[src/hw/door_access_pkg.sv]
// shared constants and types of the door access controller
package door_access_pkg;

  localparam int CLK_FREQ_MHZ = 250;

  // largest frame the reader may send is one bit below this
  localparam int FRAME_LIMIT_BITS = 128;
  localparam int FRAME_MAX_BITS = FRAME_LIMIT_BITS - 1;
  localparam int BIT_COUNT_W = 8;
  localparam int TIMER_W = 32;

  // quiet gap on both data lines that ends a frame
  localparam int INTERBIT_TIMEOUT_US = 20000;
  localparam int INTERBIT_TIMEOUT_CYCLES = INTERBIT_TIMEOUT_US * CLK_FREQ_MHZ;

  // length of the reader led pulse after an accepted card
  localparam int LED_PULSE_MS = 200;
  localparam int LED_PULSE_CYCLES = LED_PULSE_MS * 1000 * CLK_FREQ_MHZ;

  // synchroniser lanes, one per pin
  localparam int PIN_D0 = 0;
  localparam int PIN_D1 = 1;
  localparam int PIN_CARD = 2;
  localparam int PIN_EXIT = 3;
  localparam int PIN_AUX = 4;
  localparam int PIN_DOOR = 5;
  localparam int PIN_XTAMP = 6;
  localparam int PIN_OBTAMP = 7;
  localparam int PIN_COUNT = 8;

  // data lines idle high, contacts read open
  localparam logic [PIN_COUNT-1:0] PIN_RESET_VAL = 8'h03;

  localparam logic [TIMER_W-1:0] TIMER_ZERO = 32'h00000000;
  localparam logic [BIT_COUNT_W-1:0] COUNT_ZERO = 8'h00;

  typedef struct packed {
    logic [FRAME_LIMIT_BITS-1:0] bits;
    logic [BIT_COUNT_W-1:0] count;
  } card_frame_s;

  // indicator leds, one per exit, door and external tamper contact
  typedef struct packed {
    logic exit_req;
    logic aux_exit;
    logic door_closed;
    logic ext_tamper;
  } contact_leds_s;

  typedef enum logic [1:0] {
    ACC_IDLE,
    ACC_WAIT_VERDICT
  } access_state_e;

endpackage : door_access_pkg

[src/hw/door_access_controller.sv]
// door access controller: card reader front end, lock timing, door and tamper monitor
// Overview of operation
// - reader sends card bits on two data lines; frames up to 127 bits
// - card-present input is optional; when enabled a frame needs it seen
// - a read card number is handed to the server for checking first
// - accepted card pulses the open-collector reader led low and unlocks
// - lock output on energises the lock and lights its indicator
// - valid card releases lock for lock period, then re-energises regardless
// - closed exit input releases at once; lock period hold after reopening
// - exits release directly; post-release hold only while master is online
// - closed door contact means closed; door opened while locked raises forced alarm
// - door open time after release is timed; held-open alarm past limit
// - enclosure secure from on-board or external tamper contact, closed secure
// - each exit contact, the door contact and the external tamper contact light their led while closed
`timescale 1ns/1ps
module door_access_controller #(
  parameter int INTERBIT_CYCLES = door_access_pkg::INTERBIT_TIMEOUT_CYCLES,
  parameter int LED_CYCLES = door_access_pkg::LED_PULSE_CYCLES
) (
  input wire logic ref_clk_i,
  input wire logic resetn_i,
  input wire logic wiegand_d0_n_i,
  input wire logic wiegand_d1_n_i,
  input wire logic card_present_in_i,
  input wire logic card_present_en_i,
  input wire logic exit_request_in_i,
  input wire logic aux_exit_in_i,
  input wire logic door_contact_in_i,
  input wire logic external_tamper_in_i,
  input wire logic onboard_tamper_i,
  input wire logic tamper_src_ext_i,
  input wire logic forced_alarm_en_i,
  input wire logic master_online_i,
  input wire logic [door_access_pkg::TIMER_W-1:0] lock_period_i,
  input wire logic [door_access_pkg::TIMER_W-1:0] held_open_limit_i,
  input wire logic verdict_valid_i,
  input wire logic verdict_accept_i,
  input wire logic alarm_clear_i,
  output logic card_req_o,
  output door_access_pkg::card_frame_s card_frame_o,
  output logic access_granted_o,
  output logic reader_led_o,
  output logic reader_led_oe_o,
  output logic lock_drive_out_o,
  output logic lock_led_o,
  output door_access_pkg::contact_leds_s contact_leds_o,
  output logic forced_alarm_o,
  output logic held_open_alarm_o,
  output logic enclosure_secure_o
);

  localparam logic [door_access_pkg::TIMER_W-1:0] GAP_LAST =
    door_access_pkg::TIMER_W'(INTERBIT_CYCLES - 1);
  localparam logic [door_access_pkg::TIMER_W-1:0] LED_LOAD =
    door_access_pkg::TIMER_W'(LED_CYCLES);
  localparam logic [door_access_pkg::BIT_COUNT_W-1:0] COUNT_MAX =
    door_access_pkg::BIT_COUNT_W'(door_access_pkg::FRAME_MAX_BITS);

  logic [door_access_pkg::PIN_COUNT-1:0] pins_raw, meta_q, sync_q;

  assign pins_raw = {onboard_tamper_i, external_tamper_in_i, door_contact_in_i, aux_exit_in_i,
                     exit_request_in_i, card_present_in_i, wiegand_d1_n_i, wiegand_d0_n_i};

  genvar gi;
  generate
    for (gi = 0; gi < door_access_pkg::PIN_COUNT; gi++) begin : g_sync
      always_ff @(posedge ref_clk_i) begin
        if (!resetn_i) begin
          meta_q[gi] <= door_access_pkg::PIN_RESET_VAL[gi];
          sync_q[gi] <= door_access_pkg::PIN_RESET_VAL[gi];
        end else begin
          meta_q[gi] <= pins_raw[gi];
          sync_q[gi] <= meta_q[gi];
        end
      end
    end
  endgenerate

  logic d0_n, d1_n, exit_active, door_closed;
  assign d0_n = sync_q[door_access_pkg::PIN_D0];
  assign d1_n = sync_q[door_access_pkg::PIN_D1];
  // either exit contact releases the lock
  assign exit_active = sync_q[door_access_pkg::PIN_EXIT] | sync_q[door_access_pkg::PIN_AUX];
  assign door_closed = sync_q[door_access_pkg::PIN_DOOR];

  logic d0_prev_q, d1_prev_q, bit_zero, bit_one, bit_strobe;
  logic frame_active_q, frame_done_q, card_seen_q;
  logic [door_access_pkg::TIMER_W-1:0] gap_cnt_q;
  logic [door_access_pkg::FRAME_LIMIT_BITS-1:0] shift_q;
  logic [door_access_pkg::BIT_COUNT_W-1:0] count_q;

  always_ff @(posedge ref_clk_i) begin
    if (!resetn_i) begin
      d0_prev_q <= 1'b1;
      d1_prev_q <= 1'b1;
    end else begin
      d0_prev_q <= d0_n;
      d1_prev_q <= d1_n;
    end
  end

  // a falling edge on a line is one bit; both low at once is noise
  assign bit_zero = d0_prev_q & ~d0_n & d1_n;
  assign bit_one = d1_prev_q & ~d1_n & d0_n;
  assign bit_strobe = bit_zero | bit_one;

  always_ff @(posedge ref_clk_i) begin
    if (!resetn_i) begin
      frame_active_q <= 1'b0;
      frame_done_q <= 1'b0;
      gap_cnt_q <= door_access_pkg::TIMER_ZERO;
    end else begin
      frame_done_q <= 1'b0;
      if (bit_strobe) begin
        frame_active_q <= 1'b1;
        gap_cnt_q <= door_access_pkg::TIMER_ZERO;
      end else if (frame_active_q) begin
        if (gap_cnt_q >= GAP_LAST) begin
          frame_active_q <= 1'b0;
          frame_done_q <= 1'b1;
          gap_cnt_q <= door_access_pkg::TIMER_ZERO;
        end else begin
          gap_cnt_q <= gap_cnt_q + 1'b1;
        end
      end
    end
  end

  // new frame restarts the shifter; bits past the limit are dropped
  always_ff @(posedge ref_clk_i) begin
    if (!resetn_i) begin
      shift_q <= '0;
      count_q <= door_access_pkg::COUNT_ZERO;
    end else if (bit_strobe) begin
      if (!frame_active_q) begin
        shift_q <= {{(door_access_pkg::FRAME_LIMIT_BITS-1){1'b0}}, bit_one};
        count_q <= 8'h01;
      end else if (count_q < COUNT_MAX) begin
        shift_q <= {shift_q[door_access_pkg::FRAME_LIMIT_BITS-2:0], bit_one};
        count_q <= count_q + 1'b1;
      end
    end
  end

  always_ff @(posedge ref_clk_i) begin
    if (!resetn_i) begin
      card_seen_q <= 1'b0;
    end else if (bit_strobe && !frame_active_q) begin
      card_seen_q <= sync_q[door_access_pkg::PIN_CARD];
    end else if (sync_q[door_access_pkg::PIN_CARD]) begin
      card_seen_q <= 1'b1;
    end
  end

  door_access_pkg::access_state_e state_q;
  logic frame_ok, grant;

  assign frame_ok = frame_done_q && (count_q != door_access_pkg::COUNT_ZERO)
                    && (!card_present_en_i || card_seen_q);
  assign grant = (state_q == door_access_pkg::ACC_WAIT_VERDICT) && verdict_valid_i
                 && verdict_accept_i;

  always_ff @(posedge ref_clk_i) begin
    if (!resetn_i) begin
      state_q <= door_access_pkg::ACC_IDLE;
    end else begin
      unique case (state_q)
        door_access_pkg::ACC_IDLE: begin
          if (frame_ok && master_online_i) begin
            state_q <= door_access_pkg::ACC_WAIT_VERDICT;
          end
        end
        door_access_pkg::ACC_WAIT_VERDICT: begin
          // losing the master abandons the check; no verdict can come
          if (verdict_valid_i || !master_online_i) begin
            state_q <= door_access_pkg::ACC_IDLE;
          end
        end
      endcase
    end
  end

  always_ff @(posedge ref_clk_i) begin
    if (!resetn_i) begin
      card_req_o <= 1'b0;
      card_frame_o <= '0;
    end else begin
      card_req_o <= 1'b0;
      if (state_q == door_access_pkg::ACC_IDLE && frame_ok && master_online_i) begin
        card_req_o <= 1'b1;
        card_frame_o.bits <= shift_q;
        card_frame_o.count <= count_q;
      end
    end
  end

  always_ff @(posedge ref_clk_i) begin
    if (!resetn_i) begin
      access_granted_o <= 1'b0;
    end else begin
      access_granted_o <= grant;
    end
  end

  // reader led, open collector pulled low
  logic [door_access_pkg::TIMER_W-1:0] led_cnt_q;

  always_ff @(posedge ref_clk_i) begin
    if (!resetn_i) begin
      led_cnt_q <= door_access_pkg::TIMER_ZERO;
      reader_led_o <= 1'b0;
      reader_led_oe_o <= 1'b0;
    end else begin
      reader_led_o <= 1'b0;
      if (grant) begin
        led_cnt_q <= LED_LOAD;
        reader_led_oe_o <= 1'b1;
      end else if (led_cnt_q != door_access_pkg::TIMER_ZERO) begin
        led_cnt_q <= led_cnt_q - 1'b1;
        reader_led_oe_o <= (led_cnt_q != 32'h00000001);
      end else begin
        reader_led_oe_o <= 1'b0;
      end
    end
  end

  logic exit_prev_q, exit_release_edge, lock_on_d;
  logic [door_access_pkg::TIMER_W-1:0] release_cnt_q, release_cnt_d;

  always_ff @(posedge ref_clk_i) begin
    if (!resetn_i) begin
      exit_prev_q <= 1'b0;
    end else begin
      exit_prev_q <= exit_active;
    end
  end

  assign exit_release_edge = exit_prev_q & ~exit_active;

  always_comb begin
    release_cnt_d = release_cnt_q;
    if (grant) begin
      release_cnt_d = lock_period_i;
    end else if (exit_release_edge && master_online_i) begin
      release_cnt_d = lock_period_i;
    end else if (release_cnt_q != door_access_pkg::TIMER_ZERO) begin
      release_cnt_d = release_cnt_q - 1'b1;
    end
    // exits act without the timer, straight off the contact
    lock_on_d = ~(exit_active | (release_cnt_d != door_access_pkg::TIMER_ZERO));
  end

  always_ff @(posedge ref_clk_i) begin
    if (!resetn_i) begin
      release_cnt_q <= door_access_pkg::TIMER_ZERO;
    end else begin
      release_cnt_q <= release_cnt_d;
    end
  end

  // fail-safe lock: held energised from reset until a release is asked
  always_ff @(posedge ref_clk_i) begin
    if (!resetn_i) begin
      lock_drive_out_o <= 1'b1;
      lock_led_o <= 1'b1;
    end else begin
      lock_drive_out_o <= lock_on_d;
      lock_led_o <= lock_on_d;
    end
  end

  logic door_prev_q, door_opened, auth_open_q;
  logic [door_access_pkg::TIMER_W-1:0] open_cnt_q;

  always_ff @(posedge ref_clk_i) begin
    if (!resetn_i) begin
      // same level as the synced contact at reset, so no false opening follows
      door_prev_q <= door_access_pkg::PIN_RESET_VAL[door_access_pkg::PIN_DOOR];
    end else begin
      door_prev_q <= door_closed;
    end
  end

  assign door_opened = door_prev_q & ~door_closed;

  // opening while energised is forced; set beats clear
  always_ff @(posedge ref_clk_i) begin
    if (!resetn_i) begin
      forced_alarm_o <= 1'b0;
    end else if (door_opened && lock_drive_out_o && forced_alarm_en_i) begin
      forced_alarm_o <= 1'b1;
    end else if (alarm_clear_i) begin
      forced_alarm_o <= 1'b0;
    end
  end

  // opening during a release is timed until the door closes again
  always_ff @(posedge ref_clk_i) begin
    if (!resetn_i) begin
      auth_open_q <= 1'b0;
      open_cnt_q <= door_access_pkg::TIMER_ZERO;
    end else if (door_closed) begin
      auth_open_q <= 1'b0;
      open_cnt_q <= door_access_pkg::TIMER_ZERO;
    end else begin
      if (door_opened && !lock_drive_out_o) begin
        auth_open_q <= 1'b1;
      end
      if (auth_open_q && open_cnt_q != 32'hFFFFFFFF) begin
        open_cnt_q <= open_cnt_q + 1'b1;
      end
    end
  end

  always_ff @(posedge ref_clk_i) begin
    if (!resetn_i) begin
      held_open_alarm_o <= 1'b0;
    end else if (auth_open_q && !door_closed && open_cnt_q > held_open_limit_i) begin
      held_open_alarm_o <= 1'b1;
    end else if (alarm_clear_i) begin
      held_open_alarm_o <= 1'b0;
    end
  end

  always_ff @(posedge ref_clk_i) begin
    if (!resetn_i) begin
      enclosure_secure_o <= 1'b0;
      contact_leds_o <= '0;
    end else begin
      enclosure_secure_o <= tamper_src_ext_i ? sync_q[door_access_pkg::PIN_XTAMP]
                                             : sync_q[door_access_pkg::PIN_OBTAMP];
      contact_leds_o.exit_req <= sync_q[door_access_pkg::PIN_EXIT];
      contact_leds_o.aux_exit <= sync_q[door_access_pkg::PIN_AUX];
      contact_leds_o.door_closed <= door_closed;
      contact_leds_o.ext_tamper <= sync_q[door_access_pkg::PIN_XTAMP];
    end
  end

endmodule : door_access_controller

[config.mk]
export PLATFORM = sky130hd
export DESIGN_NAME = door_access_controller
export DESIGN_NICKNAME = d
export VERILOG_FILES = /design/src/hw/door_access_pkg.sv /design/src/hw/door_access_controller.sv
export SDC_FILE = /design/constraint.sdc
export NUM_CORES = 1
export LEC_CHECK = 0
export ABC_AREA = 1
export BUFFER_PORTS_ARGS = -buffer_cell sky130_fd_sc_hd__buf_2
export CAP_MARGIN = 40
export CORE_MARGIN = 10
export CORE_UTILIZATION = 50
export CTS_CLUSTER_DIAMETER = 200
export DETAILED_ROUTE_END_ITERATION = 16
export PLACE_DENSITY = 0.72
export SLEW_MARGIN = 20
export SYNTH_ARGS = -nofsm -noshare
export SYNTH_HDL_FRONTEND = slang
export SYNTH_SLANG_ARGS = --single-unit
[constraint.sdc]
create_clock -name ref_clk_i -period 1.66 [get_ports ref_clk_i]
set_input_delay 0.083 -clock ref_clk_i [delete_from_list [all_inputs] [get_ports ref_clk_i]]
set_output_delay 0.083 -clock ref_clk_i [all_outputs]
set_load 0.01 [all_outputs]
==> results.cfg, run 1 <==
[clocking]
root_buffer = clkbuf_16
clock-sinks = 435
h-tree-depth = 2
clkLatencyLatePin_ps = 600
tritoncts = yes
cts_made_buffers = 46
cts_buffer_depth = 3
clkTransAtPathRegs_ps = 70

[global_routing]
grt_pass1_vias = 19600
grtUsageMet3 = 0.0344
gr-usage-met1 = 0.283
use_met2 = 0.440
antenna_found_initial = 1
busiest_layer = met2
grt_max_degree = 106
grt_overflow = 0
track_usage = 0.246
grt_pass1_wl_um = 96200

[sta]
rsz0062_at_grt = yes
skew_ps = 34.1
finalHoldViolations = 0
slew_viol_final = 0
setup_ws_ps = -427
max_freq_mhz = 479
timing.final.crit_period_ps = 2090
slew_headroom = 0.495
finalCritPeriodShare = 1.26
setup_viol = 367
tightest_slew_ps = 758

[setup_path]
critPathArrivalTime_ps = 2570
r2r_start = gap_cnt_q[2]
r2r-end = gap_cnt_q[21]
start_kind = register
path_cells = nand2_2 > nor2_2 > nand2_2 > nor2_4 > nand2_2 > nor2_4 > nand3_2 > nor2_4 > nand3_4 > nor2_4 > nand3_2 > xor2_1 > nor2_1
r2r_cells = 13
critPathMaxStageDelay_ps = 390
critPathCaptureType = register
critPathMaxFanout = 3
path_class = reg2reg
slowest_stage = dfxtp_2
rrSetupSlack_ps = -430
cp.required_ps = 2140
path_common_cell = nor2_4

[routing]
drt.antenna.violating_nets = 0
firstDrtPassIters = 6
vias_per_cell = 5.50
routedWlPerCell_um = 18.5
wirelength_um = 70500
drcViolationCount = 0
drt_iter0_drc = 1777
vias = 21000

[final_layout]
fin_area_um2 = 29900
nNetsFinal = 3392
fillers = 2211
utilization = 0.795
layout-drive-gt1-share = 0.436
area_delta_synth_final_pct = 57.5

[placement]
dp_hpwl_um = 37900
globalplace.congestion = 0.948
numPortBuffers = 228
dp_slack_ps = -359
place_area_um2 = 23000

[synthesis]
synth.yosys.seq_area_share = 0.459
ys_warn_count = 0
avgSynthCellArea_um2 = 7.27
yosys-top-cells-count = nand2_1 (475), dfxtp_1 (435), a21oi_1 (332)
synth-async-reset-ratio = 0
ys_ff_latch = 435
synth_area_um2 = 19000
synth_flop_cell = dfxtp_1
synthCells = 2610
synth_top_area_cell = dfxtp_1
synth_edf_count = 0
synth_nets = 2731
post-synth-top-count-cell = nand2_1
synth_top_cells_by_area = dfxtp_1 (46%), nand2_1 (9.4%), a21oi_1 (8.8%), inv_1 (6.4%), o21ai_0 (5.0%)
synth_top_area_frac = 0.459
ys_types = 54

[run_status]
violations = negative setup slack
status = finished, violations left

[power_and_ir_drop]
comb_power_share = 0.467
power.total_mw = 42.8
irDropWorstVdd_uv = 1630
p_leak_nw = 13.0
netSwitchingPower_mw = 15.6
p_per_area_nw_per_um2 = 1430
switching_share = 0.366
p_seq_frac = 0.280
p_int_mw = 27.1
clkPwrFrac = 0.253

[floorplan]
initial_utilization = 0.505
die-width_um = 215
die_y_um = 215
coreArea_um2 = 37600
ios = 230
die_area_um2 = 46100
core.rowCount = 71

[worst_hold_path]
min_path_cells = 5
min_from = lock_period_i[13]
holdCritPathClass = in2reg
min_to = release_cnt_q[13]

[run]
maxCapViolations = 0
==> cell usage in the layout (no fill, tap or decap), types with 39 or more instances in the layout <==
| cell type | count |
|---|---|
| inv_1 | 307 |
| dfxtp_1 | 388 |
| clkbuf_16 | 61 |
| nor2_1 | 154 |
| o21ai_2 | 42 |
| nor2_2 | 64 |
| a21oi_2 | 147 |
| dlygate4sd3_1 | 40 |
| nand3_1 | 154 |
| buf_4 | 339 |
| o21ai_0 | 110 |
| dfxtp_2 | 39 |
| buf_12 | 42 |
| nand2_1 | 330 |
| a21oi_1 | 186 |
| nand2_4 | 73 |
| nor2_4 | 57 |
| buf_2 | 228 |
| buf_6 | 54 |
| nand2_2 | 81 |
==> power by group through the flow <==
| stage | clock network (mW) | logic [mW] | registers, mW |
|---|---|---|---|
| 6_report | 10.8 | 20.0 | 12.0 |
| 5_1_grt | 11.3 | 21.3 | 12.0 |
| 4_1_cts | 10.9 | 17.1 | 11.9 |
| 3_5_place_dp | 0 | 13.6 | 11.9 |
| 3_3_place_gp | 0 | 13.4 | 11.9 |
| 2_1_floorplan | 0 | 7.39 | 11.9 |
==> metrics by stage <==
step	TNS [ps]	hold slack (ps)	cells
6_report	-64450	4.49	3820
5_1_grt	-89520	-7.66	3820
4_1_cts	-39630	1.62	3760
3_5_place_dp	-40170	266	3531
3_3_place_gp	-34210	267	3531
2_1_floorplan	-174	177	2610
==> sequential cells by signal, summed over array words and instances, names as in the netlist, 4 cells and up <==
register / count
shift_q: 128
card_frame_o: 136
gap_cnt_q: 32
meta_q: 8
sync_q: 5
led_cnt_q: 32
open_cnt_q: 32
count_q: 8
contact_leds_o: 4
release_cnt_q: 32
==> cells by family after synthesis <==
logic type                 count (synthesis)  share of synthesized area
and+or+nand+nor                         1079                      0.251
AOI/OAI and AO/OA                        553                      0.149
adders and majority gates                 40                     0.0264
xor gates and xnor gates                  39                     0.0180
DFF                                      435                      0.459
other                                      1                   0.000198
buffers and inverters                    463                     0.0961
==> worst max-delay path by stage <==
stage / from / endpoint / slack, ps / depth (start not counted)
final: gap_cnt_q[2] / gap_cnt_q[21] / -430 / 13
after global routing: gap_cnt_q[1] / gap_cnt_q[21] / -530 / 13
after CTS: release_cnt_q[11] / lock_led_o / -280 / 17
after detailed placement: release_cnt_q[20] / lock_led_o / -360 / 15
after global placement: release_cnt_q[16] / lock_led_o / -340 / 16
after floorplan: open_cnt_q[1] / open_cnt_q[29] / -80 / 12
==> final cells by class <==
class,count,area (um2),area share
Timing Repair inverter,2,25.0,0.000838
Clock inverter,18,221,0.00741
Multi-Input combinational cell,1712,11100,0.372
Timing Repair Buffer,743,6440,0.216
Clock buffer,67,1370,0.0459
Tap cell,511,639,0.0214
Inverter,331,1260,0.0423
Sequential cell,435,8790,0.294
Antenna cell,1,2.50,0.0000838
==> worst max-delay path: cells and delay by family, from the launching register on <==
family	cells	cell delay, ps
and+or+nand+nor	12	1400
DFF	1	390
xor gates and xnor gates	1	190
==> per-layer routing <==
| metal | up-vias | share of wire |
|---|---|---|
| met4 | 0 | 0.054 |
| met3 | 300 | 0.067 |
| li1 | 9784 | - |
| met1 | 9905 | 0.38 |
| met2 | 1016 | 0.50 |
| met5 | - | 0 |
==> timing repair <==
| action | in CTS | in global routing |
|---|---|---|
| hold endpoints to repair | 46 | 1 |
| pin swaps | 116 | 187 |
| endpoints found under the setup margin | 331 | 394 |
| hold buffers | 39 | 1 |
| gates resized for setup | 418 | 538 |
| cloned | 24 | 22 |
| setup buffers | 85 | 54 |
No activity file was read; power rests on OpenSTA's default activity.
==> run 2, diff against run 1 <==
- SETUP_SLACK_MARGIN: default -> 0.2
==> results.cfg, run 2 (synthesis gave the netlist of run 1 again) <==
[routing]
wirelength_um = 79700
drcViolationCount = 0
vias = 22000
drt_iter0_drc = 2250
firstDrtPassIters = 6
routedWlPerCell_um = 20.8
drt.antenna.violating_nets = 0
vias_per_cell = 5.76

[final_layout]
layout-drive-gt1-share = 0.445
nNetsFinal = 3396
area_delta_synth_final_pct = 61.5
mostFrequentLayoutCell = dfxtp_1
top_regs = card_frame_o: 136 flops, shift_q: 128 flops
fin_area_um2 = 30600
utilization = 0.815
largest_reg_flops = 136
n_antenna_cell = 0
top_register = card_frame_o
fillers = 2159
final_cell_mix = dfxtp_1 (382), nand2_1 (365), buf_4 (313)
layoutNonFillerInstCount = 3821

[sta]
skew_ps = 32.2
timing.final.crit_period_ps = 2100
finalHoldWorstSlack_ps = 15.3
setup_ws_ps = -439
slew_viol_final = 0
max_freq_mhz = 476
finalHoldViolations = 0
setup_viol = 365
slew_headroom = 0.483
setup_tns_ps = -84860
finalCritPeriodShare = 1.26
rsz0062_at_grt = yes
tightest_slew_ps = 775

[global_routing]
track_usage = 0.250
antenna_found_initial = 0
grt_pass1_wl_um = 97200
grt_pass1_vias = 19500
grt_max_degree = 111
grt_overflow = 0

[clocking]
cts_made_buffers = 45
clock-sinks = 435
clkLatencyLatePin_ps = 600
h-tree-depth = 2
root_buffer = clkbuf_16
cts_buffer_depth = 3
tritoncts = yes
clkTransAtPathRegs_ps = 70

[placement]
dp_hpwl_um = 38800
place_area_um2 = 23000
dpl.cell_count = 3510
dp_slack_ps = -359
numPortBuffers = 228
globalplace.congestion = 0.914

[setup_path]
r2r_start = count_q[0]
critPathMaxFanout = 13
critPathCaptureType = register
r2r_cells = 13
r2r-end = shift_q[100]
path_class = reg2reg
cp.required_ps = 2160
critPathArrivalTime_ps = 2600
start_kind = register
rrSetupSlack_ps = -440

[worst_hold_path]
min_path_cells = 6
holdCritPathClass = in2reg
min_from = lock_period_i[30]
min_to = release_cnt_q[30]

[floorplan]
core.rowCount = 71
die-width_um = 215
initial_utilization = 0.505
ios = 230
coreArea_um2 = 37600
die_y_um = 215
die_area_um2 = 46100

[power_and_ir_drop]
p_leak_nw = 13.3
power.total_mw = 42.0
irDropWorstVdd_uv = 1730
p_per_area_nw_per_um2 = 1370

[run]
maxCapViolations = 0

[run_status]
violations = negative setup slack
status = finished, violations left
==> run 2: critical path, stage by stage, from the launching register on <==
cell and delay (ps):
dfxtp_4 370, buf_6 100, ha_4 130, nand2_4 60
nor3_4 140, nand2_1 100, nand2_2 100, inv_4 60
nor2_4 150, buf_12 140, clkbuf_16 200, buf_16 160
nand2_1 80, a21oi_1 200
==> run 2: layout make-up <==
type,instances,area (um2),share of cell area
Tap cell,511,639,0.0209
Multi-Input combinational cell,1712,11200,0.366
Inverter,331,1270,0.0416
Clock inverter,20,211,0.00691
Timing Repair Buffer,749,7180,0.234
Sequential cell,435,8800,0.288
Timing Repair inverter,1,16.3,0.000531
Clock buffer,62,1290,0.0421
==> run 2: what timing repair did <==
item / in CTS / in global routing
pin swaps: 50 / 235
endpoints found under the setup margin: 395 / 405
cloned: 27 / 43
hold buffers: 36 / 2
setup buffers: 59 / 63
gates resized for setup: 193 / 735
endpoints found under the hold margin: 40 / 2
==> run 2: worst max-delay path by stage <==
stage	startpoint	endpoint	slack (ps)
2_1_floorplan	gap_cnt_q[0]	gap_cnt_q[22]	-30
4_1_cts	release_cnt_q[0]	lock_led_o	-250
3_5_place_dp	release_cnt_q[0]	lock_led_o	-360
5_1_grt	release_cnt_q[0]	lock_led_o	-500
6_report	count_q[0]	shift_q[100]	-440
3_3_place_gp	release_cnt_q[16]	lock_led_o	-390
==> run 2: where the power goes <==
part / internal, mW / switching [mW]
clock network: 6.07 / 4.51
logic: 9.14 / 10.3
registers: 11.2 / 0.852
==> run 2: routing by layer <==
metal,up-vias,wire [um],global-route usage
li1,9807,-,-
met1,10400,28800,0.296
met2,1356,39400,0.436
met3,406,6610,0.0403
met4,0,4880,0.113
met5,-,0,0
